--- src/logic/ist_pkg.sv ---
// instruction state timing: shared widths, per-cycle state figures, types
// assumes one system clock; the cpu supplies instruction class and targets
package ist_pkg;
  localparam int CNT_W = 2; // cycles of one category per instruction
  localparam int SPC_W = 8; // states taken by one cycle
  localparam int TOTAL_W = 12; // states of a whole instruction
  localparam int WAIT_W = 4; // wait states m on three-state external accesses
  // states of one cycle, before doubling for a word over an 8-bit bus
  localparam logic [SPC_W-1:0] S_ONCHIP = 8'h02;
  localparam logic [SPC_W-1:0] S_MODULE = 8'h03;
  localparam logic [SPC_W-1:0] S_EXT_2ST = 8'h02;
  localparam logic [SPC_W-1:0] S_EXT_3ST = 8'h03;
  localparam logic [SPC_W-1:0] S_INTERNAL = 8'h01;
  localparam logic [CNT_W-1:0] C_ZERO = 2'h0;
  localparam logic [CNT_W-1:0] C_ONE = 2'h1;
  localparam logic [CNT_W-1:0] C_TWO = 2'h2;
  localparam logic [CNT_W-1:0] C_THREE = 2'h3;

  // where a cycle goes
  typedef enum logic [2:0] {
    IST_TGT_ONCHIP = 3'h0,
    IST_TGT_MOD8 = 3'h1,
    IST_TGT_MOD16 = 3'h2,
    IST_TGT_EXT8_2ST = 3'h3,
    IST_TGT_EXT8_3ST = 3'h4,
    IST_TGT_EXT16_2ST = 3'h5,
    IST_TGT_EXT16_3ST = 3'h6
  } ist_target_t;

  // instruction classes with known cycle counts
  typedef enum logic [3:0] {
    IST_OP_ADD_B_IMM = 4'h0,
    IST_OP_ADD_REG = 4'h1,
    IST_OP_ADD_W_IMM = 4'h2,
    IST_OP_ADD_L_IMM = 4'h3,
    IST_OP_ADD_SMALL = 4'h4,
    IST_OP_ADD_CARRY = 4'h5,
    IST_OP_AND_B_IMM = 4'h6,
    IST_OP_AND_REG_BW = 4'h7,
    IST_OP_AND_W_IMM = 4'h8,
    IST_OP_AND_L_IMM = 4'h9,
    IST_OP_AND_L_REG = 4'ha,
    IST_OP_AND_FLAGS = 4'hb,
    IST_OP_BIT_AND_REG = 4'hc,
    IST_OP_BIT_AND_MEM = 4'hd,
    IST_OP_BRANCH8 = 4'he
  } ist_instr_t;

  typedef struct packed {
    logic [CNT_W-1:0] fetch;
    logic [CNT_W-1:0] br_read;
    logic [CNT_W-1:0] stack;
    logic [CNT_W-1:0] byte_acc;
    logic [CNT_W-1:0] word_acc;
    logic [CNT_W-1:0] internal;
  } ist_cycles_t;

  typedef struct packed {
    logic [SPC_W-1:0] fetch;
    logic [SPC_W-1:0] br_read;
    logic [SPC_W-1:0] stack;
    logic [SPC_W-1:0] byte_acc;
    logic [SPC_W-1:0] word_acc;
    logic [SPC_W-1:0] internal;
  } ist_spc_t;

  typedef struct packed {
    ist_instr_t instr;
    ist_target_t fetch_tgt;
    ist_target_t branch_tgt;
    ist_target_t stack_tgt;
    ist_target_t data_tgt;
    logic [WAIT_W-1:0] wait_states;
  } ist_req_t;

  typedef enum logic [1:0] {
    IST_IDLE = 2'b01,
    IST_RUN = 2'b10
  } ist_state_t;
endpackage

--- src/logic/ist_timer.sv ---
// instruction state timer: works out the states an instruction takes and
// then counts them off, pulsing done at the end
// assumes start and req are synchronous to clock; start is ignored while busy
`timescale 1ns/100ps
module ist_timer (
  input wire logic clock,
  input wire logic arst_n,
  input wire logic start,
  input wire ist_pkg::ist_req_t req,
  output logic busy,
  output logic done,
  output logic [ist_pkg::TOTAL_W-1:0] total,
  output ist_pkg::ist_cycles_t cycles,
  output ist_pkg::ist_spc_t spc
);
  // states per cycle for one target; word doubles on 8-bit paths
  function automatic logic [ist_pkg::SPC_W-1:0] states_of(input ist_pkg::ist_target_t tgt,
      input logic is_word, input logic [ist_pkg::WAIT_W-1:0] m);
    logic [ist_pkg::SPC_W-1:0] base;
    logic narrow;
    base = ist_pkg::S_ONCHIP;
    narrow = 1'b0;
    unique case (tgt)
      ist_pkg::IST_TGT_ONCHIP: base = ist_pkg::S_ONCHIP;
      ist_pkg::IST_TGT_MOD8: begin
        base = ist_pkg::S_MODULE;
        narrow = 1'b1;
      end
      ist_pkg::IST_TGT_MOD16: base = ist_pkg::S_MODULE;
      ist_pkg::IST_TGT_EXT8_2ST: begin
        base = ist_pkg::S_EXT_2ST;
        narrow = 1'b1;
      end
      ist_pkg::IST_TGT_EXT8_3ST: begin
        base = ist_pkg::S_EXT_3ST + ist_pkg::SPC_W'(m);
        narrow = 1'b1;
      end
      ist_pkg::IST_TGT_EXT16_2ST: base = ist_pkg::S_EXT_2ST;
      ist_pkg::IST_TGT_EXT16_3ST: base = ist_pkg::S_EXT_3ST + ist_pkg::SPC_W'(m);
      default: base = ist_pkg::S_ONCHIP; // unused target code
    endcase
    return (is_word && narrow) ? ist_pkg::SPC_W'(base << 1) : base;
  endfunction

  // cycle counts for each instruction class
  function automatic ist_pkg::ist_cycles_t cycles_of(input ist_pkg::ist_instr_t op);
    ist_pkg::ist_cycles_t c;
    c = '0;
    unique case (op)
      ist_pkg::IST_OP_ADD_W_IMM, ist_pkg::IST_OP_AND_W_IMM,
      ist_pkg::IST_OP_AND_L_REG: c.fetch = ist_pkg::C_TWO;
      ist_pkg::IST_OP_ADD_L_IMM, ist_pkg::IST_OP_AND_L_IMM: c.fetch = ist_pkg::C_THREE;
      ist_pkg::IST_OP_BIT_AND_MEM: begin
        c.fetch = ist_pkg::C_TWO;
        c.byte_acc = ist_pkg::C_ONE;
      end
      ist_pkg::IST_OP_BRANCH8: c.fetch = ist_pkg::C_TWO;
      ist_pkg::IST_OP_BIT_AND_REG: c.fetch = ist_pkg::C_ONE;
      default: c.fetch = ist_pkg::C_ONE;
    endcase
    return c;
  endfunction

  // one category's share of the total
  function automatic logic [ist_pkg::TOTAL_W-1:0] term(input logic [ist_pkg::CNT_W-1:0] n,
      input logic [ist_pkg::SPC_W-1:0] s);
    return ist_pkg::TOTAL_W'(n) * ist_pkg::TOTAL_W'(s);
  endfunction

  ist_pkg::ist_state_t state_q, state_d; // sequencer
  logic [ist_pkg::TOTAL_W-1:0] remain_q, remain_d; // states still to run
  logic [ist_pkg::TOTAL_W-1:0] total_q; // latched total
  logic done_q; // end pulse
  logic busy_q; // counting
  ist_pkg::ist_cycles_t cycles_q; // latched counts
  ist_pkg::ist_spc_t spc_q; // latched states per cycle
  ist_pkg::ist_req_t req_q; // latched request

  // per-category figures for the incoming request
  wire accept = start && (state_q == ist_pkg::IST_IDLE);
  wire last = (state_q == ist_pkg::IST_RUN) && (remain_q == ist_pkg::TOTAL_W'(1));
  ist_pkg::ist_cycles_t cyc_w;
  ist_pkg::ist_spc_t spc_w;
  logic [ist_pkg::TOTAL_W-1:0] total_w;
  assign cyc_w = cycles_of(req.instr);
  assign spc_w.fetch = states_of(req.fetch_tgt, 1'b1, req.wait_states);
  assign spc_w.br_read = states_of(req.branch_tgt, 1'b1, req.wait_states);
  assign spc_w.stack = states_of(req.stack_tgt, 1'b1, req.wait_states);
  assign spc_w.byte_acc = states_of(req.data_tgt, 1'b0, req.wait_states);
  assign spc_w.word_acc = states_of(req.data_tgt, 1'b1, req.wait_states);
  assign spc_w.internal = ist_pkg::S_INTERNAL;
  // weighted sum over the six categories
  assign total_w = term(cyc_w.fetch, spc_w.fetch) + term(cyc_w.br_read, spc_w.br_read)
      + term(cyc_w.stack, spc_w.stack) + term(cyc_w.byte_acc, spc_w.byte_acc)
      + term(cyc_w.word_acc, spc_w.word_acc) + term(cyc_w.internal, spc_w.internal);

  // next state and countdown
  always_comb begin
    state_d = state_q;
    remain_d = remain_q;
    unique case (state_q)
      ist_pkg::IST_IDLE: if (start) begin
        state_d = ist_pkg::IST_RUN;
        remain_d = total_w;
      end
      ist_pkg::IST_RUN: begin
        remain_d = remain_q - ist_pkg::TOTAL_W'(1);
        if (last) begin
          state_d = ist_pkg::IST_IDLE;
        end
      end
      default: state_d = ist_pkg::IST_IDLE; // illegal code recovers
    endcase
  end

  // sequencer registers
  always_ff @(posedge clock or negedge arst_n) begin
    if (!arst_n) begin
      state_q <= ist_pkg::IST_IDLE;
      remain_q <= '0;
      busy_q <= 1'b0;
      done_q <= 1'b0;
    end else begin
      state_q <= state_d;
      remain_q <= remain_d;
      busy_q <= (state_d == ist_pkg::IST_RUN);
      done_q <= last;
    end
  end

  // figures latched on acceptance
  always_ff @(posedge clock or negedge arst_n) begin
    if (!arst_n) begin
      total_q <= '0;
      cycles_q <= '0;
      spc_q <= '0;
      req_q <= '0;
    end else if (accept) begin
      total_q <= total_w;
      cycles_q <= cyc_w;
      spc_q <= spc_w;
      req_q <= req;
    end
  end

  assign busy = busy_q;
  assign done = done_q;
  assign total = total_q;
  assign cycles = cycles_q;
  assign spc = spc_q;

  // run length counter, read only by the checks
  logic [ist_pkg::TOTAL_W-1:0] elapsed_q;
  always_ff @(posedge clock or negedge arst_n) begin
    if (!arst_n) begin
      elapsed_q <= '0;
    end else if (accept) begin
      elapsed_q <= '0;
    end else if (state_q == ist_pkg::IST_RUN) begin
      elapsed_q <= elapsed_q + ist_pkg::TOTAL_W'(1);
    end
  end
endmodule

--- config.mk ---
export PLATFORM = sky130hd
export DESIGN_NAME = ist_timer
export DESIGN_NICKNAME = d
export VERILOG_FILES = /design/src/logic/ist_pkg.sv /design/src/logic/ist_timer.sv
export SDC_FILE = /design/constraint.sdc
export NUM_CORES = 1
export LEC_CHECK = 0
export ABC_AREA = 1
export BUFFER_PORTS_ARGS = -buffer_cell sky130_fd_sc_hd__buf_2
export CAP_MARGIN = 10
export CORE_MARGIN = 10
export CORE_UTILIZATION = 40
export DETAILED_ROUTE_END_ITERATION = 12
export GPL_TIMING_DRIVEN = 0
export MAX_ROUTING_LAYER = met4
export PLACE_DENSITY_LB_ADDON = 0.08
export SLEW_MARGIN = 25
export SYNTH_ARGS = -nofsm -noshare
export SYNTH_HDL_FRONTEND = slang
export SYNTH_SLANG_ARGS = --single-unit
--- constraint.sdc ---
create_clock -name clock -period 2.8 [get_ports clock]
set_clock_uncertainty 0.1 [all_clocks]
set_input_delay 0.42 -clock clock [delete_from_list [all_inputs] [get_ports clock]]
set_output_delay 0.42 -clock clock [all_outputs]
set_load 0.005 [all_outputs]
## Yosys cells after proc, flatten, opt, wreduce, memory -nomap -nowiden

Cells that the tools add are included.

- Flip-flop bits (word level): 73
- Latch bits: 0
- Memories kept: 0
- Output and inout port bits: 74
- Bits of input ports: 23
- Bits in read-only memories: 0
- Memory bits (writable): 0

- Add/subtract/negate cells: 3
- $mul: 2
- Bitwise logic cells: 0
- Magnitude comparators: 0
- Equal/unequal tests: 32
- Shift-type cells: 0
- Divide/modulo/power cells: 0
- Reductions and logical operators: 18
- Muxes and demuxes: 19

Operators with widths:

| kind | number |
|---|---|
| $pmux W5 S2 | 4 |
| $mux W8 | 4 |
| $eq A3 B2 Y1 const B | 8 |
| $eq A3 B3 Y1 const B | 8 |
| $pmux W12 S2 | 1 |
| $eq A4 B4 Y1 const B | 5 |
| $reduce_or A2 Y1 | 9 |
| $eq A12 B1 Y1 const B | 1 |
| $eq A3 B1 Y1 const B | 4 |
| $mux W12 | 1 |
| $reduce_or A3 Y1 | 4 |
| $sub A12 B1 Y12 const B | 1 |
| $add A10 B9 Y11 | 1 |
| $mul A2 B8 Y10 | 1 |
| $mul A1 B8 Y9 | 1 |
| $eq A4 B2 Y1 const B | 2 |
| $pmux W2 S2 | 2 |
| $add A2 B4 Y5 const A | 1 |
| $mux W1 | 5 |
| $reduce_or A5 Y1 | 1 |
| $eq A2 B2 Y1 const B | 2 |
| $mux W2 | 2 |
| $eq A2 B1 Y1 const B | 1 |
| $logic_and A1 B1 Y1 | 2 |
| 3 further kinds | 3 |

## Longest topological paths before layout

- Word-level depth: 8
- Gate-level depth with buffers: 19
- Mapped depth without buffers: 19

## Least setup slack after synthesis

OpenSTA, ideal clock, no wires.

- Path kind: input -> register
- Start: in req[0] in the netlist's numbering
- End: reg remain_q[5] in the netlist's numbering
- Library setup time: 118 ps
- Setup slack: -142 ps
- Path buffers: 0
- Stages: 15
- Arrival time: 2724 ps
- Data required time: 2582 ps
- Path through: inv_1 > ha_1 > nand2_1 > a21oi_1 > a21oi_1 > and2_1 > fa_1 > ha_1 > fa_1 > nand3_1 > nand2_1 > nand2_1 > nand3_1 > nand3_1 > nand2_1

- Cells in the longest elaborated chain, start to end: 7
- Elaborated cells on any way between the ends: 9

Ends and longest elaborated chain:

| what | line | source |
|---|---|---|
| from (decl) | ist_timer.sv:9 | `input wire ist_pkg::ist_req_t req,` |
| $add A2 B4 Y5 (*) | ist_timer.sv:35, ist_timer.sv:39 |  |
| $pmux W5 S2 | ist_timer.sv:23 | `unique case (tgt)` |
| $mux W8 | ist_timer.sv:42 | `return (is_word && narrow) ? ist_pkg::SPC_W'(base << 1) : base;` |
| $mul A2 B8 Y10 | ist_timer.sv:67 | `return ist_pkg::TOTAL_W'(n) * ist_pkg::TOTAL_W'(s);` |
| $add A10 B9 Y11 (*) | ist_timer.sv:94 | `+ term(cyc_w.stack, spc_w.stack) + term(cyc_w.byte_acc, spc_w.byte_acc)` |
| $mux W12 (*) | ist_timer.sv:102 | `ist_pkg::IST_IDLE: if (start) begin` |
| $pmux W12 S2 (*) | ist_timer.sv:101 | `unique case (state_q)` |
| to (signal assigned) | ist_timer.sv:125 | `remain_q <= remain_d;` |
| to (decl) | ist_timer.sv:71 | `logic [ist_pkg::TOTAL_W-1:0] remain_q, remain_d;` |

Mark *: on every way between the ends. The rest lies on a longest branch, timed or not. The select of a mux whose other input is x is not followed.
A chain may end at the register's enable or synchronous reset.

## Worst setup path in the final report

- Start: in req[0] in the netlist's numbering
- End: reg remain_q[3] in the netlist's numbering

The elaborated chain is that of the path after synthesis.

==> impl_metrics.csv <==
group,metric,value,unit
outcome,outcome,"finished, final reports clean",
power,power.switching,1570,uW
floorplan,core-area,9110,um^2
worst_setup_path,path_cells,"buf_8 > clkinvlp_4 > ha_4 > nand2_1 > a21oi_2 > a21oi_2 > and2_1 > fa_1 > ha_2 > fa_2 > xor2_2 > nand2_1 > o31ai_1 > nand2_1 > o21ai_1",
global_route,grt.busiest_layer,"met2",
worst_setup_path,cp-end-kind,"flop",
worst_setup_path,slowest_stage,"fa_1",
synthesis,synthFlopType,"dfrtp_1",
clock_network,cts-buffers-inserted,9,
sta,period_share,0.993,
worst_setup_path,cp-start-kind,"input pin",
sta,timing.fmax,360,MHz
layout,area_delta_synth_final,28.0,%
sta,slew_headroom,0.506,
worst_setup_path,cp.arrival,2940,ps
place,pre_cts_ws,-610,ps
clock_network,clock_sinks,57,
clock_network,clkSlewWorstSetupHoldPaths,70,ps
layout,num_antenna_cells,0,
global_route,grt.total_usage,0.160,
synthesis,synth_seq_area_share,0.385,
power,ir_worst_vdd,0.330,mV
power,power_density,812,nW/um^2
floorplan,die_h,116,um
place,io_buffers,65,
route,dr.pass1.iters,4,
synthesis,yosys_warnings,0,
route,routed_wl,10500,um
global_route,met1_usage,0.213,
worst_setup_path,worstReg2RegEnd,"remain_q[10]",
route,ant_nets,0,
sta,rsz0062_at_grt,"true",
sta,worst_pin_slew,741,ps
power,swShare,0.407,
global_route,overflow,0,
synthesis,ys_ff_latch,57,
place,place.gp.congestion,0.880,
global_route,grt_start_max_net_pins,58,
power,p_seq_frac,0.352,
floorplan,start_util,0.407,
synthesis,synth.area.top_cells,"dfrtp_1 (38%), nand2_1 (15%), inv_1 (6.6%), buf_4 (6.5%), nand3_1 (6.1%)",
route,drt-vias-per-instance,4.77,
worst_setup_path,r2r_start,"state_q[0]",
route,drtIter0Drc,194,
worst_setup_path,r2r_cells,7,
synthesis,ys_async_sr_fraction,1.00,
global_route,grt_use_met3,0.0262,
worst_setup_path,cpMostUsedCell,"nand2_1",
sta,setup_viol,0,
global_route,use_met2,0.236,
layout,fill_cells,899,
floorplan,die_area,13500,um^2
layout,layout-drive-gt1-share,0.268,
power,power_leakage,0.00269,uW
job,max_cap_viol_count,0,
worst_setup_path,worstPathBufferInverterCount,2,
clock_network,cts_buffer_depth,2,
worst_setup_path,cp_top_family,"adder cells",
synthesis,synth-edff-count,0,
route,drc_errors,0,
clock_network,cts_tree,"built",
power,p_int,2280,uW
synthesis,syn_avg_cell_area,7.23,um^2
synthesis,yosysTopAreaCell,"dfrtp_1",
synthesis,syn_inst,512,
sta,hold_viol,0,
clock_network,root_buffer,"clkbuf_8",
route,vias,3558,
floorplan,row_count,35,
power,pwr-share-comb,0.435,
clock_network,cts_hold_buf,0,
worst_setup_path,rrSetupSlack,790,ps
place,dp_hpwl,7850,um
worst_setup_path,crit_type,"input pin to flop",
synthesis,synth_cell_types,35,
layout,nNetsFinal,671,
floorplan,dieWidth,116,um
worst_setup_path,cp.required,2960,ps
worst_setup_path,max_stage_delay,440,ps
place,place_inst,718,
power,pwr-share-clk,0.213,
synthesis,netlist_area,3700,um^2
sta,setup_ws,18.5,ps
route,wl_per_cell,14.0,um
floorplan,ios,97,
clock_network,htree_num_levels,3,
synthesis,synth_top_area_share,0.378,
clock_network,insertion_delay,340,ps
global_route,first_global_vias,3440,
sta,period_needed,2780,ps
sta,slew_viol_final,0,
global_route,antenna_found_initial,0,
min_path,hp-class,"input pin to asynchronous set/reset pin",
layout,fin_cells,746,
global_route,grt_pass1_wl,16800,um
worst_setup_path,cp_max_fo,3,
[worst max path at each step]
| stage | to | slack (ps) | cells past startpoint | start |
|---|---|---|---|---|
| floorplan | remain_q[5] | -10 | 15 | req[0] |
| global placement | remain_q[5] | -590 | 17 | req[0] |
| detailed placement | remain_q[5] | -610 | 17 | req[0] |
| CTS | remain_q[6] | 2 | 17 | req[0] |
| global route | remain_q[3] | -140 | 17 | req[15] |
| finish | remain_q[3] | 20 | 15 | req[0] |
[power by group through the flow]
stage	logic, uW	registers (uW)	clock network [uW]
4_1_cts	1650	1350	838
3_3_place_gp	1610	1360	0
2_1_floorplan	1030	1350	0
6_report	1680	1350	821
5_1_grt	1920	1400	876
3_5_place_dp	1630	1360	0
[metal layers]
metal	part of all wire	vias to the layer above	routed length [um]
li1	-	1817	-
met1	0.48	1627	5070
met2	0.44	102	4630
met3	0.060	12	623
met4	0.014	0	144
met5	0	-	0
[cell type report]
type,count,area [um^2],area share
Inverter,67,255,0.0538
Tap cell,111,139,0.0293
Clock inverter,2,35.0,0.00739
Sequential cell,57,1430,0.301
Multi-Input combinational cell,377,2010,0.423
Clock buffer,14,173,0.0364
Timing Repair Buffer,77,428,0.0903
Buffer,41,278,0.0586
[cell families after synthesis]
family	synth area share
adders and majority gates	0.0709
other	0.00101
buffers and inverters	0.143
AOI/OAI and AO/OA	0.0990
xor gates and xnor gates	0.00912
DFF	0.385
and+or+nand+nor	0.292
[sequential cells by signal (all words and copies together) (netlist names)]
name	count
busy	1
cycles	3
total	8
done	1
state_q	2
remain_q	12
spc	30
[per-stage QoR]
stage | hold slack, ps | util | power (uW) | TNS [ps] | area [um^2]
CTS | 75.6 | 0.505 | 3840 | 0 | 4600
finish | 53.1 | 0.520 | 3850 | 0 | 4740
global route | 115 | 0.520 | 4190 | -437 | 4740
detailed placement | 353 | 0.477 | 2990 | -5850 | 4340
global placement | 349 | 0.476 | 2970 | -5550 | 4340
floorplan | 24.4 | - | 2380 | -11.8 | 3870
[worst register-to-register path: cells and delay by family, from the launching register on]
family | cells | cell delay (ps)
buf+inv | 3 | 640
flops | 1 | 550
simple gates | 2 | 260
fa+ha+maj | 1 | 240
compound gates | 1 | 130
[Yosys cell counts, types with 2 or more instances]
cell type    n
and2_1       2
buf_4       32
nor3_1       3
and3_1       2
o21ai_1      2
o211ai_1     3
fa_1         5
ha_1        13
clkbuf_1     6
nand3b_1     2
xor2_1       2
inv_2        2
inv_1       65
o21ai_0     29
dfrtp_1     56
nand3_1     45
a21oi_1     21
nand2_1    148
nor2_1      45
buf_2        3
nand4_1      6
a31oi_1      4
nor2_2       4
[repair_timing]
action	4_1_cts	5_1_grt
pin swaps	6	17
buffers inserted	4	8
setup endpoints to repair	11	11
gates resized for setup	7	24
[cell usage in the layout, fill, tap and decap left out, types with 12 or more instances in the layout]
cell type    n
nand3_1     38
nand2_1    137
inv_1       63
clkbuf_8    12
buf_4       45
dfrtp_1     56
nor2_1      43
nand2_2     12
a21oi_1     17
conb_1      31
o21ai_0     27
buf_2       66
Note: power is estimated with default switching activity, not from simulation.
